`src/inc/i2c_enc_defines.vh`:
```
// Offsets, fields, reset values and codes of the two-wire data encoding unit
`ifndef I2C_ENC_DEFINES_VH
`define I2C_ENC_DEFINES_VH
// ----------------------------------------
// Register byte offsets
// ----------------------------------------
`define OFS_CTRL    8'h00
`define OFS_TERM    8'h04
`define OFS_COUNT   8'h08
`define OFS_FILL    8'h0C
`define OFS_OWNADR  8'h10
`define OFS_SPEED   8'h14
`define OFS_XFER    8'h18
`define OFS_STATUS  8'h1C
`define OFS_MASK    8'h20
`define OFS_OUT     8'h24
`define OFS_RXCNT   8'h28
// ----------------------------------------
// Reset values and limits
// ----------------------------------------
`define RST_FILL    8'hFF
`define RST_SPEED   9'h064
`define SPEED_MIN   9'h014
`define SPEED_MAX   9'h190
`define CLK_KHZ     16'h61A8
// ----------------------------------------
// Encoding codes, CTRL[4:0]
// ----------------------------------------
`define ENC_TEXT_ESC      5'h00
`define ENC_TEXT_CURSOR   5'h01
`define ENC_RAW_PASS      5'h02
`define ENC_WIDE_HEX      5'h03
`define ENC_WIDE_CURSOR   5'h04
`define ENC_WIDE_RAW      5'h05
`define ENC_MB_CURSOR     5'h06
`define ENC_MB_RAW        5'h07
`define ENC_MB_RAW2       5'h08
`define ENC_D8_HIGH       5'h09
`define ENC_D8_LOW        5'h0A
`define ENC_D16_HIGH      5'h0B
`define ENC_D16_LOW       5'h0C
`define ENC_D32_HIGH      5'h0D
`define ENC_D32_LOW       5'h0E
`define ENC_HEX8          5'h0F
`define ENC_HEX16_HIGH    5'h10
`define ENC_HEX16_LOW     5'h11
`define ENC_HEX32_HIGH    5'h12
`define ENC_HEX32_LOW     5'h13
// ----------------------------------------
// Trigger codes, CTRL[7:5]; CTRL[8] master; CTRL[9] active
// ----------------------------------------
`define TRIG_ALL    3'h0
`define TRIG_CR     3'h1
`define TRIG_LF     3'h2
`define TRIG_NUL    3'h3
`define TRIG_CRLF   3'h4
`define TRIG_BYTE   3'h5
`define CHR_CR      8'h0D
`define CHR_LF      8'h0A
`define CHR_BSL     8'h5C
// ----------------------------------------
// Output kinds and status bits
// ----------------------------------------
`define KIND_CHAR   3'h0
`define KIND_CMD    3'h1
`define KIND_ESC    3'h2
`define KIND_RAW    3'h3
`define KIND_WORD   3'h4
`define ST_RXTRIG   0
`define ST_WORD     1
`define ST_FILL     2
`endif

```
`src/hw/i2c_data_encoding_unit.v`:
```
// Data encoding and framing stage behind the two-wire serial interface
`timescale 1ns/100ps
`default_nettype none
`include "i2c_enc_defines.vh"
module i2c_data_encoding_unit (
   input  wire        CLK_I,
   input  wire        RST_B_I,
   // AHB-Lite slave
   input  wire        HSEL_I,
   input  wire [31:0] HADDR_I,
   input  wire [1:0]  HTRANS_I,
   input  wire        HWRITE_I,
   input  wire [2:0]  HSIZE_I,
   input  wire [31:0] HWDATA_I,
   input  wire        HREADY_I,
   output wire        HREADYOUT_O,
   output wire        HRESP_O,
   output reg  [31:0] HRDATA_O,
   // Received byte stream from the line engine
   input  wire        RX_VALID_I,
   input  wire [7:0]  RX_BYTE_I,
   // Decoded units
   output reg         OUT_VALID_O,
   output reg  [31:0] OUT_DATA_O,
   output reg  [2:0]  OUT_KIND_O,
   output reg  [2:0]  OUT_LEN_O,
   output wire        LOW_FIRST_O,
   // Transmit side
   input  wire        TX_REQ_I,
   input  wire        TX_EMPTY_I,
   input  wire [7:0]  TX_DATA_I,
   output reg  [7:0]  TX_BYTE_O,
   // Addressing and rate
   input  wire [6:0]  BUS_ADDR_I,
   output wire        ADDR_HIT_O,
   output wire        MASTER_O,
   output reg  [6:0]  TARGET_ADDR_O,
   output reg         XFER_START_O,
   output reg         BIT_TICK_O,
   output wire        IRQ_O
);
   // ----------------------------------------
   // Registers
   // ----------------------------------------
   reg  [4:0]  encode;
   reg  [2:0]  trig;
   reg         master;
   reg         active;
   reg  [7:0]  term;
   reg  [23:0] count_trig;
   reg  [7:0]  fill;
   reg  [6:0]  own_addr;
   reg  [8:0]  speed;
   reg  [2:0]  status;
   reg  [2:0]  mask;
   reg  [23:0] rx_count;
   reg  [7:0]  ph_addr;
   reg         ph_write;
   wire        addr_phase = HSEL_I & HREADY_I & HTRANS_I[1];

   // ----------------------------------------
   // Bus slave
   // ----------------------------------------
   // Zero-wait slave: every transfer completes in its first data cycle
   assign HREADYOUT_O = 1'b1;
   assign HRESP_O     = 1'b0;
   assign MASTER_O    = master;
   assign IRQ_O       = |(status & mask);

   wire wr_en = ph_write;
   wire [8:0] wr_speed = HWDATA_I[8:0];

   always @(posedge CLK_I) begin
      if (!RST_B_I) begin
         ph_addr  <= 8'h00;
         ph_write <= 1'b0;
      end else begin
         ph_addr  <= HADDR_I[7:0];
         ph_write <= addr_phase & HWRITE_I;
      end
   end

   // Read data registered in the address phase so it stands in the data phase
   always @(posedge CLK_I) begin
      if (!RST_B_I) begin
         HRDATA_O <= 32'h0000_0000;
      end else if (addr_phase & ~HWRITE_I) begin
         case (HADDR_I[7:0])
            `OFS_CTRL:   HRDATA_O <= {22'h0, active, master, trig, encode};
            `OFS_TERM:   HRDATA_O <= {24'h0, term};
            `OFS_COUNT:  HRDATA_O <= {8'h0, count_trig};
            `OFS_FILL:   HRDATA_O <= {24'h0, fill};
            `OFS_OWNADR: HRDATA_O <= {25'h0, own_addr};
            `OFS_SPEED:  HRDATA_O <= {23'h0, speed};
            `OFS_XFER:   HRDATA_O <= {25'h0, TARGET_ADDR_O};
            `OFS_STATUS: HRDATA_O <= {29'h0, status};
            `OFS_MASK:   HRDATA_O <= {29'h0, mask};
            `OFS_OUT:    HRDATA_O <= OUT_DATA_O;
            `OFS_RXCNT:  HRDATA_O <= {8'h0, rx_count};
            default:     HRDATA_O <= 32'h0000_0000;
         endcase
      end
   end

   always @(posedge CLK_I) begin
      if (!RST_B_I) begin
         encode     <= `ENC_TEXT_ESC;
         trig       <= `TRIG_ALL;
         master     <= 1'b0;
         active     <= 1'b0;
         term       <= 8'h00;
         count_trig <= 24'h00_0000;
         fill       <= `RST_FILL;
         own_addr   <= 7'h00;
         speed      <= `RST_SPEED;
         mask       <= 3'h0;
      end else if (wr_en) begin
         case (ph_addr)
            `OFS_CTRL: begin
               encode <= HWDATA_I[4:0];
               trig   <= HWDATA_I[7:5];
               master <= HWDATA_I[8];
               active <= HWDATA_I[9];
            end
            `OFS_TERM:   term       <= HWDATA_I[7:0];
            `OFS_COUNT:  count_trig <= HWDATA_I[23:0];
            `OFS_FILL:   fill       <= HWDATA_I[7:0];
            `OFS_OWNADR: own_addr   <= HWDATA_I[6:0];
            `OFS_SPEED: begin
               if (wr_speed < `SPEED_MIN) begin
                  speed <= `SPEED_MIN;
               end else if (wr_speed > `SPEED_MAX) begin
                  speed <= `SPEED_MAX;
               end else begin
                  speed <= wr_speed;
               end
            end
            `OFS_MASK:   mask       <= HWDATA_I[2:0];
            default: ;
         endcase
      end
   end

   always @(posedge CLK_I) begin
      if (!RST_B_I) begin
         TARGET_ADDR_O <= 7'h00;
         XFER_START_O  <= 1'b0;
      end else begin
         XFER_START_O <= wr_en & (ph_addr == `OFS_XFER) & master & active;
         if (wr_en && ph_addr == `OFS_XFER) begin
            TARGET_ADDR_O <= HWDATA_I[6:0];
         end
      end
   end

   assign ADDR_HIT_O = active & ~master & (BUS_ADDR_I == own_addr);

   // ----------------------------------------
   // Rate generator
   // ----------------------------------------
   // Phase accumulator gives the exact average kbit rate without a divider
   reg  [15:0] phase;
   wire [15:0] phase_sum = phase + {7'h00, speed};
   always @(posedge CLK_I) begin
      if (!RST_B_I) begin
         phase      <= 16'h0000;
         BIT_TICK_O <= 1'b0;
      end else if (master & active) begin
         if (phase_sum >= `CLK_KHZ) begin
            phase      <= phase_sum - `CLK_KHZ;
            BIT_TICK_O <= 1'b1;
         end else begin
            phase      <= phase_sum;
            BIT_TICK_O <= 1'b0;
         end
      end else begin
         phase      <= 16'h0000;
         BIT_TICK_O <= 1'b0;
      end
   end

   // ----------------------------------------
   // Transmit fill
   // ----------------------------------------
   wire fill_used = TX_REQ_I & TX_EMPTY_I & active;
   always @(posedge CLK_I) begin
      if (!RST_B_I) begin
         TX_BYTE_O <= `RST_FILL;
      end else if (TX_REQ_I) begin
         TX_BYTE_O <= TX_EMPTY_I ? fill : TX_DATA_I;
      end
   end

   // ----------------------------------------
   // Mode decode
   // ----------------------------------------
   wire is_hex = (encode == `ENC_WIDE_HEX) || (encode >= `ENC_HEX8 && encode <= `ENC_HEX32_LOW);
   wire is_cursor = (encode == `ENC_TEXT_CURSOR) || (encode == `ENC_WIDE_CURSOR) ||
                    (encode == `ENC_MB_CURSOR);
   wire is_group = (encode >= `ENC_D16_HIGH && encode <= `ENC_D32_LOW) || is_hex;
   wire low_first = (encode == `ENC_D8_LOW) || (encode == `ENC_D16_LOW) || (encode == `ENC_D32_LOW) ||
                    (encode == `ENC_HEX16_LOW) || (encode == `ENC_HEX32_LOW);
   assign LOW_FIRST_O = low_first;
   reg [2:0] grp;
   always @* begin
      case (encode)
         `ENC_D16_HIGH, `ENC_D16_LOW, `ENC_WIDE_HEX,
         `ENC_HEX16_HIGH, `ENC_HEX16_LOW: grp = 3'd2;
         `ENC_D32_HIGH, `ENC_D32_LOW,
         `ENC_HEX32_HIGH, `ENC_HEX32_LOW: grp = 3'd4;
         default: grp = 3'd1;
      endcase
   end

   // ----------------------------------------
   // Byte path
   // ----------------------------------------
   wire [3:0] nib;
   wire       nib_ok;
   hex_char_decode u_hex (
      .ch_i  (RX_BYTE_I),
      .nib_o (nib),
      .ok_o  (nib_ok)
   );

   function [7:0] hex_ascii;
      input [3:0] n;
      begin
         hex_ascii = (n < 4'hA) ? {4'h3, n} : (8'h37 + {4'h0, n});
      end
   endfunction

   reg  [31:0] acc;
   reg  [2:0]  bcnt;
   reg  [3:0]  nib_hi;
   reg         nib_have;
   reg         prev_cr;
   wire        rx_take = RX_VALID_I & active;
   wire        enc_wr = wr_en & (ph_addr == `OFS_CTRL);
   // Hex modes feed the assembler one decoded byte per two characters
   wire        byte_in = is_hex ? (rx_take & nib_ok & nib_have) : rx_take;
   wire [7:0]  asm_byte = is_hex ? {nib_hi, nib} : RX_BYTE_I;
   wire [31:0] acc_n = low_first ? {asm_byte, acc[31:8]} : {acc[23:0], asm_byte};
   wire [2:0]  bcnt_n = bcnt + 3'd1;
   wire        grp_done = byte_in & (bcnt_n == grp);
   wire [5:0]  shift_lo = 6'd32 - {grp, 3'b000};
   wire [31:0] grp_mask = (grp == 3'd4) ? 32'hFFFF_FFFF : (grp == 3'd2) ? 32'h0000_FFFF : 32'h0000_00FF;
   wire [31:0] grp_word = low_first ? (acc_n >> shift_lo) : (acc_n & grp_mask);

   // Encoding change flushes any part-built group
   always @(posedge CLK_I) begin
      if (!RST_B_I || enc_wr) begin
         acc      <= 32'h0000_0000;
         bcnt     <= 3'd0;
         nib_hi   <= 4'h0;
         nib_have <= 1'b0;
      end else if (is_group) begin
         if (is_hex && rx_take && nib_ok) begin
            nib_hi   <= nib;
            nib_have <= ~nib_have;
         end
         if (byte_in) begin
            acc  <= grp_done ? 32'h0000_0000 : acc_n;
            bcnt <= grp_done ? 3'd0 : bcnt_n;
         end
      end
   end

   always @(posedge CLK_I) begin
      if (!RST_B_I) begin
         OUT_VALID_O <= 1'b0;
         OUT_DATA_O  <= 32'h0000_0000;
         OUT_KIND_O  <= `KIND_CHAR;
         OUT_LEN_O   <= 3'd1;
      end else if (is_group) begin
         OUT_VALID_O <= grp_done;
         if (grp_done) begin
            OUT_DATA_O <= grp_word;
            OUT_KIND_O <= `KIND_WORD;
            OUT_LEN_O  <= grp;
         end
      end else begin
         OUT_VALID_O <= rx_take;
         if (rx_take) begin
            OUT_LEN_O  <= 3'd1;
            OUT_DATA_O <= {24'h00_0000, RX_BYTE_I};
            if (encode == `ENC_TEXT_ESC) begin
               if (RX_BYTE_I < 8'h20 || RX_BYTE_I >= 8'h80) begin
                  OUT_KIND_O <= `KIND_ESC;
                  OUT_LEN_O  <= 3'd3;
                  OUT_DATA_O <= {8'h00, `CHR_BSL, hex_ascii(RX_BYTE_I[7:4]), hex_ascii(RX_BYTE_I[3:0])};
               end else begin
                  OUT_KIND_O <= `KIND_CHAR;
               end
            end else if (is_cursor) begin
               OUT_KIND_O <= (RX_BYTE_I <= 8'h07) ? `KIND_CMD : `KIND_CHAR;
            end else begin
               OUT_KIND_O <= `KIND_RAW;
            end
         end
      end
   end

   // ----------------------------------------
   // Receive trigger
   // ----------------------------------------
   reg term_hit;
   always @* begin
      case (trig)
         `TRIG_CR:   term_hit = (RX_BYTE_I == `CHR_CR);
         `TRIG_LF:   term_hit = (RX_BYTE_I == `CHR_LF);
         `TRIG_NUL:  term_hit = (RX_BYTE_I == 8'h00);
         `TRIG_CRLF: term_hit = prev_cr & (RX_BYTE_I == `CHR_LF);
         `TRIG_BYTE: term_hit = (RX_BYTE_I == term);
         default:    term_hit = 1'b0;
      endcase
   end

   wire count_mode = (count_trig != 24'h00_0000);
   wire [23:0] rx_count_n = rx_count + 24'h00_0001;
   wire count_hit = rx_take & count_mode & (rx_count_n >= count_trig);
   reg  rx_trig;
   always @* begin
      if (count_mode) begin
         rx_trig = count_hit;
      end else if (trig == `TRIG_ALL) begin
         rx_trig = OUT_VALID_O;
      end else begin
         rx_trig = rx_take & term_hit;
      end
   end

   always @(posedge CLK_I) begin
      if (!RST_B_I) begin
         rx_count <= 24'h00_0000;
         prev_cr  <= 1'b0;
      end else begin
         if (wr_en && ph_addr == `OFS_COUNT) begin
            rx_count <= 24'h00_0000;
         end else if (rx_take) begin
            rx_count <= count_hit ? 24'h00_0000 : rx_count_n;
         end
         if (rx_take) begin
            prev_cr <= (RX_BYTE_I == `CHR_CR);
         end
      end
   end

   // ----------------------------------------
   // Interrupt status
   // ----------------------------------------
   wire [2:0] ev;
   assign ev[`ST_RXTRIG] = rx_trig;
   assign ev[`ST_WORD]   = OUT_VALID_O & (OUT_KIND_O == `KIND_WORD);
   assign ev[`ST_FILL]   = fill_used;
   wire [2:0] clr = (wr_en && ph_addr == `OFS_STATUS) ? HWDATA_I[2:0] : 3'h0;

   genvar gi;
   generate
      for (gi = 0; gi < 3; gi = gi + 1) begin : g_st
         // New event wins over a same-cycle clear
         always @(posedge CLK_I) begin
            if (!RST_B_I) begin
               status[gi] <= 1'b0;
            end else begin
               status[gi] <= ev[gi] | (status[gi] & ~clr[gi]);
            end
         end
      end
   endgenerate
endmodule
`default_nettype wire

```
`src/hw/hex_char_decode.v`:
```
// ASCII hex character to nibble decoder
`timescale 1ns/100ps
`default_nettype none
module hex_char_decode (
   input  wire [7:0] ch_i,
   output reg  [3:0] nib_o,
   output reg        ok_o
);
   always @* begin
      nib_o = 4'h0;
      ok_o  = 1'b1;
      if (ch_i >= 8'h30 && ch_i <= 8'h39) begin
         nib_o = ch_i[3:0];
      end else if ((ch_i >= 8'h41 && ch_i <= 8'h46) || (ch_i >= 8'h61 && ch_i <= 8'h66)) begin
         nib_o = ch_i[3:0] + 4'h9;
      end else begin
         ok_o = 1'b0;
      end
   end
endmodule
`default_nettype wire

```
`config.mk`:
```
export PLATFORM = sky130hd
export DESIGN_NAME = i2c_data_encoding_unit
export DESIGN_NICKNAME = d
export VERILOG_FILES = /design/src/hw/i2c_data_encoding_unit.v /design/src/hw/hex_char_decode.v
export VERILOG_INCLUDE_DIRS = /design/src /design/src/inc
export SDC_FILE = /design/constraint.sdc
export NUM_CORES = 1
export LEC_CHECK = 0
export ABC_AREA = 0
export BUFFER_PORTS_ARGS = -buffer_cell sky130_fd_sc_hd__buf_2
export CORE_ASPECT_RATIO = 0.75
export CORE_MARGIN = 3
export CORE_UTILIZATION = 50
export DETAILED_ROUTE_END_ITERATION = 8
export PLACE_DENSITY = 0.76
export SKIP_CTS_REPAIR_TIMING = 1
export SYNTH_ARGS = -nofsm -noshare
export SYNTH_HDL_FRONTEND = slang
export SYNTH_SLANG_ARGS = --single-unit
```
`constraint.sdc`:
```
create_clock -name CLK_I -period 4.03 [get_ports CLK_I]
set_input_delay 0.2015 -clock CLK_I [delete_from_list [all_inputs] [get_ports CLK_I]]
set_output_delay 0.2015 -clock CLK_I [all_outputs]
set_load 0.005 [all_outputs]
```
==> metrics.txt, run 1 <==
# TYPE chip_impl_metric gauge
chip_impl_metric{name="post-route-worst-setup-slack",unit="ns"} 0.280
chip_impl_metric{name="hold-worst-slack",unit="ns"} -0.00211
chip_impl_metric{name="max_clock_freq",unit="MHz"} 267
chip_impl_info{name="criticalPathCategory",value="reg -> reg"} 1
chip_impl_metric{name="number_of_flops_mapped_to_enable_cells_by_yosys",unit=""} 0
chip_impl_info{name="cts-root-buf",value="sky130_fd_sc_hd__clkbuf_16"} 1
chip_impl_metric{name="grt_max_degree",unit=""} 60
chip_impl_metric{name="grt_util_met3",unit="%"} 5.76
chip_impl_metric{name="floorplan.initialDensity",unit="%"} 51.5
chip_impl_metric{name="clock-sinks",unit=""} 253
chip_impl_metric{name="syn_nets",unit=""} 1949
chip_impl_metric{name="hold_violations_final",unit=""} 1
chip_impl_metric{name="worst_pin_slew",unit="ns"} 1.05
chip_impl_info{name="synth_top_area_cell",value="sky130_fd_sc_hd__dfxtp_1"} 1
chip_impl_info{name="worstHoldPathType",value="in -> reg"} 1
chip_impl_metric{name="dp.final_hpwl",unit="mm"} 35.2
chip_impl_metric{name="met2_usage",unit="%"} 45.0
chip_impl_metric{name="detail_route.wirelength",unit="mm"} 48.4
chip_impl_metric{name="detailedRoute.firstIterationViolations",unit=""} 1870
chip_impl_info{name="tritoncts",value="done"} 1
chip_impl_metric{name="placement.io_buffers",unit=""} 155
chip_impl_metric{name="worstPathRequired",unit="ns"} 4.46
chip_impl_metric{name="synthArstFlopShare",unit="%"} 0
chip_impl_metric{name="stdcell_area",unit="mm2"} 0.0163
chip_impl_info{name="rsz_0062_raised_after_global_routing",value="false"} 1
chip_impl_metric{name="layout-drive-gt1-share",unit="%"} 14.5
chip_impl_metric{name="globalRouteMet1Util",unit="%"} 47.2
chip_impl_metric{name="power-per-cell-area",unit="mW/mm2"} 325
chip_impl_metric{name="fin_tns_setup",unit="ns"} 0
chip_impl_info{name="synthTopCellsByArea",value="sky130_fd_sc_hd__dfxtp_1 36%, sky130_fd_sc_hd__nand2_1 7.7%, sky130_fd_sc_hd__a21oi_1 5.8%"} 1
chip_impl_metric{name="cts_buffers",unit=""} 25
chip_impl_metric{name="relSlewSlack",unit="%"} 29.2
chip_impl_metric{name="via_per_inst",unit=""} 6.21
chip_impl_metric{name="globalplace.congestion",unit=""} 0.984
chip_impl_metric{name="max_vdd_drop",unit="uV"} 262
chip_impl_metric{name="fin_skew",unit="ns"} 0.0174
chip_impl_info{name="critical_path.reg2reg.startpoint",value="rx_count[8]"} 1
chip_impl_metric{name="finalNetCount",unit=""} 2081
chip_impl_metric{name="final_report_max_slew_violation_count",unit=""} 0
chip_impl_metric{name="p_leak",unit="uW"} 0.00616
chip_impl_metric{name="synth_sequential_area_ratio",unit="%"} 36.0
chip_impl_metric{name="synthesis.yosys.warnings",unit=""} 0
chip_impl_info{name="violations",value="negative hold slack"} 1
chip_impl_metric{name="maximum_level_of_the_cts_h_tree",unit=""} 1
chip_impl_metric{name="max_cap_violations",unit=""} 0
chip_impl_metric{name="final-setup-viol-count",unit=""} 0
chip_impl_metric{name="clk_pin_slew_worst_paths",unit="ns"} 0.06
chip_impl_metric{name="worstRegToRegCells",unit=""} 16
chip_impl_metric{name="number_of_core_rows",unit=""} 52
chip_impl_info{name="layout_common_cells",value="289 x sky130_fd_sc_hd__nand2_1, 253 x sky130_fd_sc_hd__dfxtp_1, 163 x sky130_fd_sc_hd__a21oi_1"} 1
chip_impl_metric{name="postSynthRegisterBits",unit=""} 253
chip_impl_metric{name="synth_cell_types",unit=""} 79
chip_impl_metric{name="first_global_vias",unit=""} 12840
chip_impl_metric{name="grt.total_usage",unit="%"} 31.0
chip_impl_metric{name="clock_latency_late_sink",unit="ns"} 0.54
chip_impl_metric{name="floorplan.die.height",unit="um"} 151
chip_impl_metric{name="via_count",unit=""} 14264
chip_impl_metric{name="antenna_violating_nets_post_route",unit=""} 0
chip_impl_metric{name="clock_path_buffers",unit=""} 3
chip_impl_metric{name="period_minus_slack",unit="ns"} 3.75
chip_impl_info{name="crit_path_start",value="rx_count[8]"} 1
chip_impl_metric{name="syn-instance-count",unit=""} 1797
chip_impl_info{name="run_status",value="finished with violations"} 1
chip_impl_metric{name="die-area",unit="mm2"} 0.0302
chip_impl_info{name="startpoint_type",value="flop"} 1
chip_impl_info{name="ys_dominant_reg_cell",value="sky130_fd_sc_hd__dfxtp_1"} 1
chip_impl_metric{name="antenna_found_initial",unit=""} 2
chip_impl_metric{name="die_x",unit="um"} 200
chip_impl_metric{name="global_route.overflow_total",unit=""} 0
chip_impl_metric{name="area.growth.synth_to_final",unit="%"} 15.8
chip_impl_metric{name="yosysTopAreaCellShare",unit="%"} 36.0
chip_impl_metric{name="pin_count",unit=""} 194
chip_impl_metric{name="drt-pass1-iter-count",unit=""} 7
chip_impl_metric{name="min_delay_path_depth",unit=""} 5
chip_impl_info{name="top_usage_layer",value="met1"} 1
chip_impl_metric{name="grt_pass1_wl",unit="mm"} 73.9
chip_impl_metric{name="synthesis.area",unit="mm2"} 0.0141
chip_impl_metric{name="avgRoutedWirePerCell",unit="um"} 21.0
chip_impl_metric{name="crit_path_max_fanout",unit=""} 10
chip_impl_metric{name="postSynthAreaPerCell",unit="um2"} 7.83
chip_impl_info{name="start_point_of_the_worst_hold_path",value="TX_DATA_I[3]"} 1
chip_impl_info{name="mostFrequentLayoutCell",value="sky130_fd_sc_hd__nand2_1"} 1
chip_impl_info{name="timing.critical_path.to_type",value="flop"} 1
chip_impl_metric{name="final_min_period_over_clock_period",unit="%"} 93.1
chip_impl_metric{name="arrival",unit="ns"} 4.18
chip_impl_metric{name="placed_area",unit="mm2"} 0.0152
chip_impl_metric{name="core_area",unit="mm2"} 0.0273
chip_impl_metric{name="detailedPlace.worstSlack",unit="ns"} 0.267
chip_impl_metric{name="drcViolationCount",unit=""} 0
[layer usage]
metal	routed length, um	share of wire (%)
met1	21800	45
met2	20100	42
met3	5240	11
met4	1190	2.5
met5	13	0.027
[final timing paths]
path | end | slack [ns]
worst min-delay path | TX_BYTE_O[3] | -0.002
worst min register to register | HRDATA_O[24] | 0.45
worst max register to register | rx_count[10] | 0.28
worst max-delay path | rx_count[10] | 0.28
[report_power, final]
part / switching, uW / internal (uW) / leakage (uW)
registers: 11.2 / 2510 / 0.00204
clock network: 1040 / 1430 / 0.000403
logic: 192 / 108 / 0.00372
total: 1240 / 4060 / 0.00616
[metrics by stage]
step | instances | util [%] | power, uW
detailed placement | 2226 | 55.5 | 2850
global route | 2297 | 59.6 | 5440
finish | 2298 | 59.6 | 5300
CTS | 2270 | 58.6 | 5290
floorplan | 1797 | - | 2740
global placement | 2226 | 55.5 | 2850
[synth_stat cells (18+ instances only)]
master / number
sky130_fd_sc_hd__xor2_1: 19
sky130_fd_sc_hd__mux2i_1: 51
sky130_fd_sc_hd__nor2_1: 128
sky130_fd_sc_hd__inv_1: 56
sky130_fd_sc_hd__nor4_1: 18
sky130_fd_sc_hd__nor3_1: 39
sky130_fd_sc_hd__nand2_1: 289
sky130_fd_sc_hd__dfxtp_1: 253
sky130_fd_sc_hd__o21ai_0: 102
sky130_fd_sc_hd__a22oi_1: 46
sky130_fd_sc_hd__and2_1: 32
sky130_fd_sc_hd__a21oi_1: 164
sky130_fd_sc_hd__xnor2_1: 45
sky130_fd_sc_hd__a31oi_1: 23
sky130_fd_sc_hd__a21o_1: 20
sky130_fd_sc_hd__nand3_1: 61
sky130_fd_sc_hd__clkbuf_1: 103
sky130_fd_sc_hd__ha_1: 51
[flip-flops by register name (all words and copies together) (netlist names), 3 cells and up]
| register | flops |
|---|---|
| HRDATA_O | 32 |
| OUT_DATA_O | 32 |
| OUT_KIND_O | 3 |
| OUT_LEN_O | 3 |
| TARGET_ADDR_O | 7 |
| TX_BYTE_O | 8 |
| acc | 32 |
| bcnt | 3 |
| count_trig | 24 |
| encode | 5 |
| fill | 8 |
| grp | 3 |
| mask | 3 |
| nib_hi | 4 |
| own_addr | 7 |
| ph_addr | 8 |
| phase | 16 |
| rx_count | 24 |
| speed | 9 |
| status | 3 |
| term | 8 |
| trig | 3 |
[kinds of logic (layout without fill, tap and decap cells)]
family | Yosys count | in the layout | share of synthesized area (%)
AND/OR/NAND/NOR | 665 | 665 | 21.9
other | 2 | 3 | 0.0533
adder cells (fa/ha/maj) | 52 | 52 | 4.68
buffers and inverters | 180 | 329 | 5.10
XOR/XNOR | 64 | 64 | 3.98
multiplexers | 53 | 53 | 3.79
AO/OA/AOI/OAI | 528 | 528 | 24.6
flip-flops | 253 | 253 | 36.0
[worst max-delay path, cell delays in order (launching register included)]
cell and delay, ns:
sky130_fd_sc_hd__dfxtp_1 0.42, sky130_fd_sc_hd__and3_1 0.21, sky130_fd_sc_hd__or4b_2 0.63, sky130_fd_sc_hd__or2_2 0.38, sky130_fd_sc_hd__nor2_1 0.15, sky130_fd_sc_hd__nand2_1 0.10
sky130_fd_sc_hd__xnor2_1 0.15, sky130_fd_sc_hd__ha_1 0.29, sky130_fd_sc_hd__a21o_1 0.16, sky130_fd_sc_hd__a21o_1 0.17, sky130_fd_sc_hd__a21oi_1 0.13, sky130_fd_sc_hd__o21ai_1 0.12
sky130_fd_sc_hd__nor2_1 0.11, sky130_fd_sc_hd__o221a_2 0.22, sky130_fd_sc_hd__buf_4 0.17, sky130_fd_sc_hd__o21ai_0 0.10, sky130_fd_sc_hd__a21oi_1 0.16
[layout make-up]
| class | count | area (um2) |
|---|---|---|
| fill | 2493 | 11000 |
| multi-input combinational | 1364 | 8310 |
| sequential | 253 | 5060 |
| timing repair buffer | 229 | 1420 |
| clock buffer | 30 | 664 |
| tap | 351 | 439 |
| inverter | 56 | 211 |
| clock inverter | 14 | 186 |
| antenna | 1 | 2.50 |
Power figures use the tool's default switching activity.
==> inputs of run 2 (changes only) <==
==> constraint.sdc (replaced) <==
create_clock -name CLK_I -period 4.03 [get_ports CLK_I]
set_input_delay 0.403 -clock CLK_I [delete_from_list [all_inputs] [get_ports CLK_I]]
set_output_delay 0.403 -clock CLK_I [all_outputs]
set_load 0.005 [all_outputs]
==> run 2 against run 1 <==
  * The flow now finishes without violations
  * Worst hold slack better by 0.097 ns
  * Global-route usage is 0.54 points lower
  * Cell area is 1.0% lower
  * Power is 1.8% higher
  * Largest cell class unchanged
==> metrics.txt, run 2 (synthesized netlist as in run 1, its figures left out) <==
# TYPE chip_impl_metric gauge
chip_impl_metric{name="layout-drive-gt1-share",unit="%"} 15.2
chip_impl_metric{name="cts_buffers",unit=""} 26
chip_impl_metric{name="finalNetCount",unit=""} 2061
chip_impl_metric{name="number_of_core_rows",unit=""} 52
chip_impl_info{name="criticalPathCategory",value="reg -> reg"} 1
chip_impl_metric{name="die-area",unit="mm2"} 0.0302
chip_impl_metric{name="dp.final_hpwl",unit="mm"} 35.4
chip_impl_metric{name="clock-sinks",unit=""} 253
chip_impl_info{name="tritoncts",value="done"} 1
chip_impl_info{name="worst_path_dominant_cell_family",value="simple AND/OR/NAND/NOR gates"} 1
chip_impl_metric{name="placement.io_buffers",unit=""} 155
chip_impl_metric{name="max_vdd_drop",unit="uV"} 312
chip_impl_metric{name="grt_max_degree",unit=""} 42
chip_impl_metric{name="diodes",unit=""} 0
chip_impl_metric{name="final-seq-area",unit="mm2"} 0.00507
chip_impl_metric{name="area.growth.synth_to_final",unit="%"} 14.6
chip_impl_metric{name="drcViolationCount",unit=""} 0
chip_impl_metric{name="critical_path.n_buffers_inverters",unit=""} 2
chip_impl_info{name="layout_common_cells",value="289 x sky130_fd_sc_hd__nand2_1, 252 x sky130_fd_sc_hd__dfxtp_1, 163 x sky130_fd_sc_hd__a21oi_1"} 1
chip_impl_info{name="run_status",value="completed"} 1
chip_impl_metric{name="max_cap_violations",unit=""} 0
chip_impl_metric{name="pin_count",unit=""} 194
chip_impl_metric{name="placed_area",unit="mm2"} 0.0152
chip_impl_metric{name="cpPeakStageDelay",unit="ns"} 0.64
chip_impl_metric{name="p_sw_share",unit="%"} 24.0
chip_impl_info{name="timing.critical_path.slowest_stage_cell",value="sky130_fd_sc_hd__or4b_2"} 1
chip_impl_metric{name="antenna_found_initial",unit=""} 0
chip_impl_metric{name="cell_internal_pwr",unit="uW"} 4100
chip_impl_metric{name="core_area",unit="mm2"} 0.0273
chip_impl_metric{name="multi_input_comb_area",unit="mm2"} 0.00831
chip_impl_metric{name="relSlewSlack",unit="%"} 32.8
chip_impl_metric{name="hold-worst-slack",unit="ns"} 0.0946
chip_impl_info{name="critical_path_cell_by_cell",value="and3_1, or4b_2, or2_2, nor2_1, nand2_1, xnor2_1, ha_1, a21o_1, a21o_1, a21oi_1, o21ai_1, o211ai_1, buf_4, clkdlybuf4s15_2, o21ai_0, a21oi_1"} 1
chip_impl_info{name="startpoint_type",value="flop"} 1
chip_impl_metric{name="clk_pin_slew_worst_paths",unit="ns"} 0.06
chip_impl_metric{name="clock_path_buffers",unit=""} 3
chip_impl_metric{name="final_report_max_slew_violation_count",unit=""} 0
chip_impl_metric{name="first_global_vias",unit=""} 12819
chip_impl_metric{name="floorplan.die.height",unit="um"} 151
chip_impl_metric{name="via_count",unit=""} 14297
chip_impl_metric{name="power_spent_charging_and_discharging_nets",unit="uW"} 1290
chip_impl_metric{name="via_per_inst",unit=""} 6.27
chip_impl_info{name="worstHoldPathType",value="in -> reg"} 1
chip_impl_metric{name="maximum_level_of_the_cts_h_tree",unit=""} 1
chip_impl_metric{name="global_route.overflow_total",unit=""} 0
chip_impl_metric{name="worstPathRequired",unit="ns"} 4.50
chip_impl_metric{name="crit_path_max_fanout",unit=""} 6
chip_impl_info{name="timing.critical_path.to_type",value="flop"} 1
chip_impl_metric{name="fin_skew",unit="ns"} 0.0129
chip_impl_metric{name="worst_pin_slew",unit="ns"} 1.01
chip_impl_metric{name="hold_violations_final",unit=""} 0
chip_impl_metric{name="final_core_util",unit="%"} 59.0
chip_impl_metric{name="floorplan.initialDensity",unit="%"} 51.5
chip_impl_metric{name="stdcell_area",unit="mm2"} 0.0161
chip_impl_metric{name="p_leak",unit="uW"} 0.00611
chip_impl_metric{name="final_min_period_over_clock_period",unit="%"} 95.7
chip_impl_metric{name="power-per-cell-area",unit="mW/mm2"} 334
chip_impl_metric{name="detail_route.wirelength",unit="mm"} 47.8
chip_impl_metric{name="fin_tns_setup",unit="ns"} 0
chip_impl_info{name="layout_top_registers",value="HRDATA_O (32), OUT_DATA_O (32), acc (32)"} 1
chip_impl_metric{name="arrival",unit="ns"} 4.32
chip_impl_metric{name="fraction_of_power_consumed_by_the_clock_network",unit="%"} 48.0
chip_impl_metric{name="total_power",unit="uW"} 5390
chip_impl_metric{name="antenna_violating_nets_post_route",unit=""} 0
chip_impl_metric{name="drt-pass1-iter-count",unit=""} 8
chip_impl_metric{name="num-fill-cells",unit=""} 2488
chip_impl_info{name="mostFrequentLayoutCell",value="sky130_fd_sc_hd__nand2_1"} 1
chip_impl_metric{name="grt.total_usage",unit="%"} 30.4
chip_impl_metric{name="max_clock_freq",unit="MHz"} 259
chip_impl_info{name="cts-root-buf",value="sky130_fd_sc_hd__clkbuf_16"} 1
chip_impl_metric{name="die_x",unit="um"} 200
chip_impl_metric{name="pwr-share-seq",unit="%"} 46.8
chip_impl_metric{name="clock_latency_late_sink",unit="ns"} 0.55
chip_impl_metric{name="fraction_of_power_consumed_by_combinational_cells",unit="%"} 5.2
chip_impl_metric{name="avgRoutedWirePerCell",unit="um"} 21.0
chip_impl_metric{name="period_minus_slack",unit="ns"} 3.86
chip_impl_metric{name="globalplace.congestion",unit=""} 0.968
chip_impl_metric{name="grt_pass1_wl",unit="mm"} 72.3
chip_impl_metric{name="detailedRoute.firstIterationViolations",unit=""} 1600
chip_impl_metric{name="final-setup-viol-count",unit=""} 0
-- run 2: final cells by class --
type,instances,area share [%]
multi-input combinational,1364,51.5
inverter,56,1.31
clock buffer,28,4.21
timing repair buffer,208,7.40
clock inverter,20,1.44
tap,351,2.72
sequential,253,31.4
-- run 2: worst paths after layout --
check	end	startpoint	slack (ns)	depth (start not counted)
setup reg to reg	rx_count[10]	rx_count[7]	0.17	16
hold / removal	count_trig[18]	HWDATA_I[18]	0.09	3
hold reg to reg	HRDATA_O[30]	HRDATA_O[30]	0.45	2
setup / recovery	rx_count[10]	rx_count[7]	0.17	16
-- run 2: power groups by stage --
stage          logic (uW)  registers [uW]  clock network (uW)
4_1_cts               274            2520                2620
3_5_place_dp          273            2580                   0
6_report              282            2530                2590
3_3_place_gp          270            2580                   0
5_1_grt               303            2520                2700
2_1_floorplan         162            2580                   0
-- run 2: layer usage --
metal / GRT usage (%) / routed length (um)
met1: 45.5 / 21400
met2: 43.1 / 19300
met3: 6.43 / 5460
met4: 10.5 / 1640
met5: 0 / 0
-- run 2: worst reg2reg max path, stage by stage, from the launching register on --
cell and delay, ns:
sky130_fd_sc_hd__dfxtp_1 0.41, sky130_fd_sc_hd__and3_1 0.23, sky130_fd_sc_hd__or4b_2 0.64, sky130_fd_sc_hd__or2_2 0.38, sky130_fd_sc_hd__nor2_1 0.15, sky130_fd_sc_hd__nand2_1 0.10
sky130_fd_sc_hd__xnor2_1 0.15, sky130_fd_sc_hd__ha_1 0.30, sky130_fd_sc_hd__a21o_1 0.16, sky130_fd_sc_hd__a21o_1 0.16, sky130_fd_sc_hd__a21oi_1 0.13, sky130_fd_sc_hd__o21ai_1 0.12
sky130_fd_sc_hd__o211ai_1 0.18, sky130_fd_sc_hd__buf_4 0.16, sky130_fd_sc_hd__clkdlybuf4s15_2 0.27, sky130_fd_sc_hd__o21ai_0 0.09, sky130_fd_sc_hd__a21oi_1 0.13
-- run 2: per-stage QoR --
step | setup slack (ns) | cells
6_report | 0.172 | 2280
2_1_floorplan | 0.0917 | 1797
3_5_place_dp | 0.147 | 2229
3_3_place_gp | 0.249 | 2229
4_1_cts | 0.120 | 2277
5_1_grt | -0.000391 | 2280
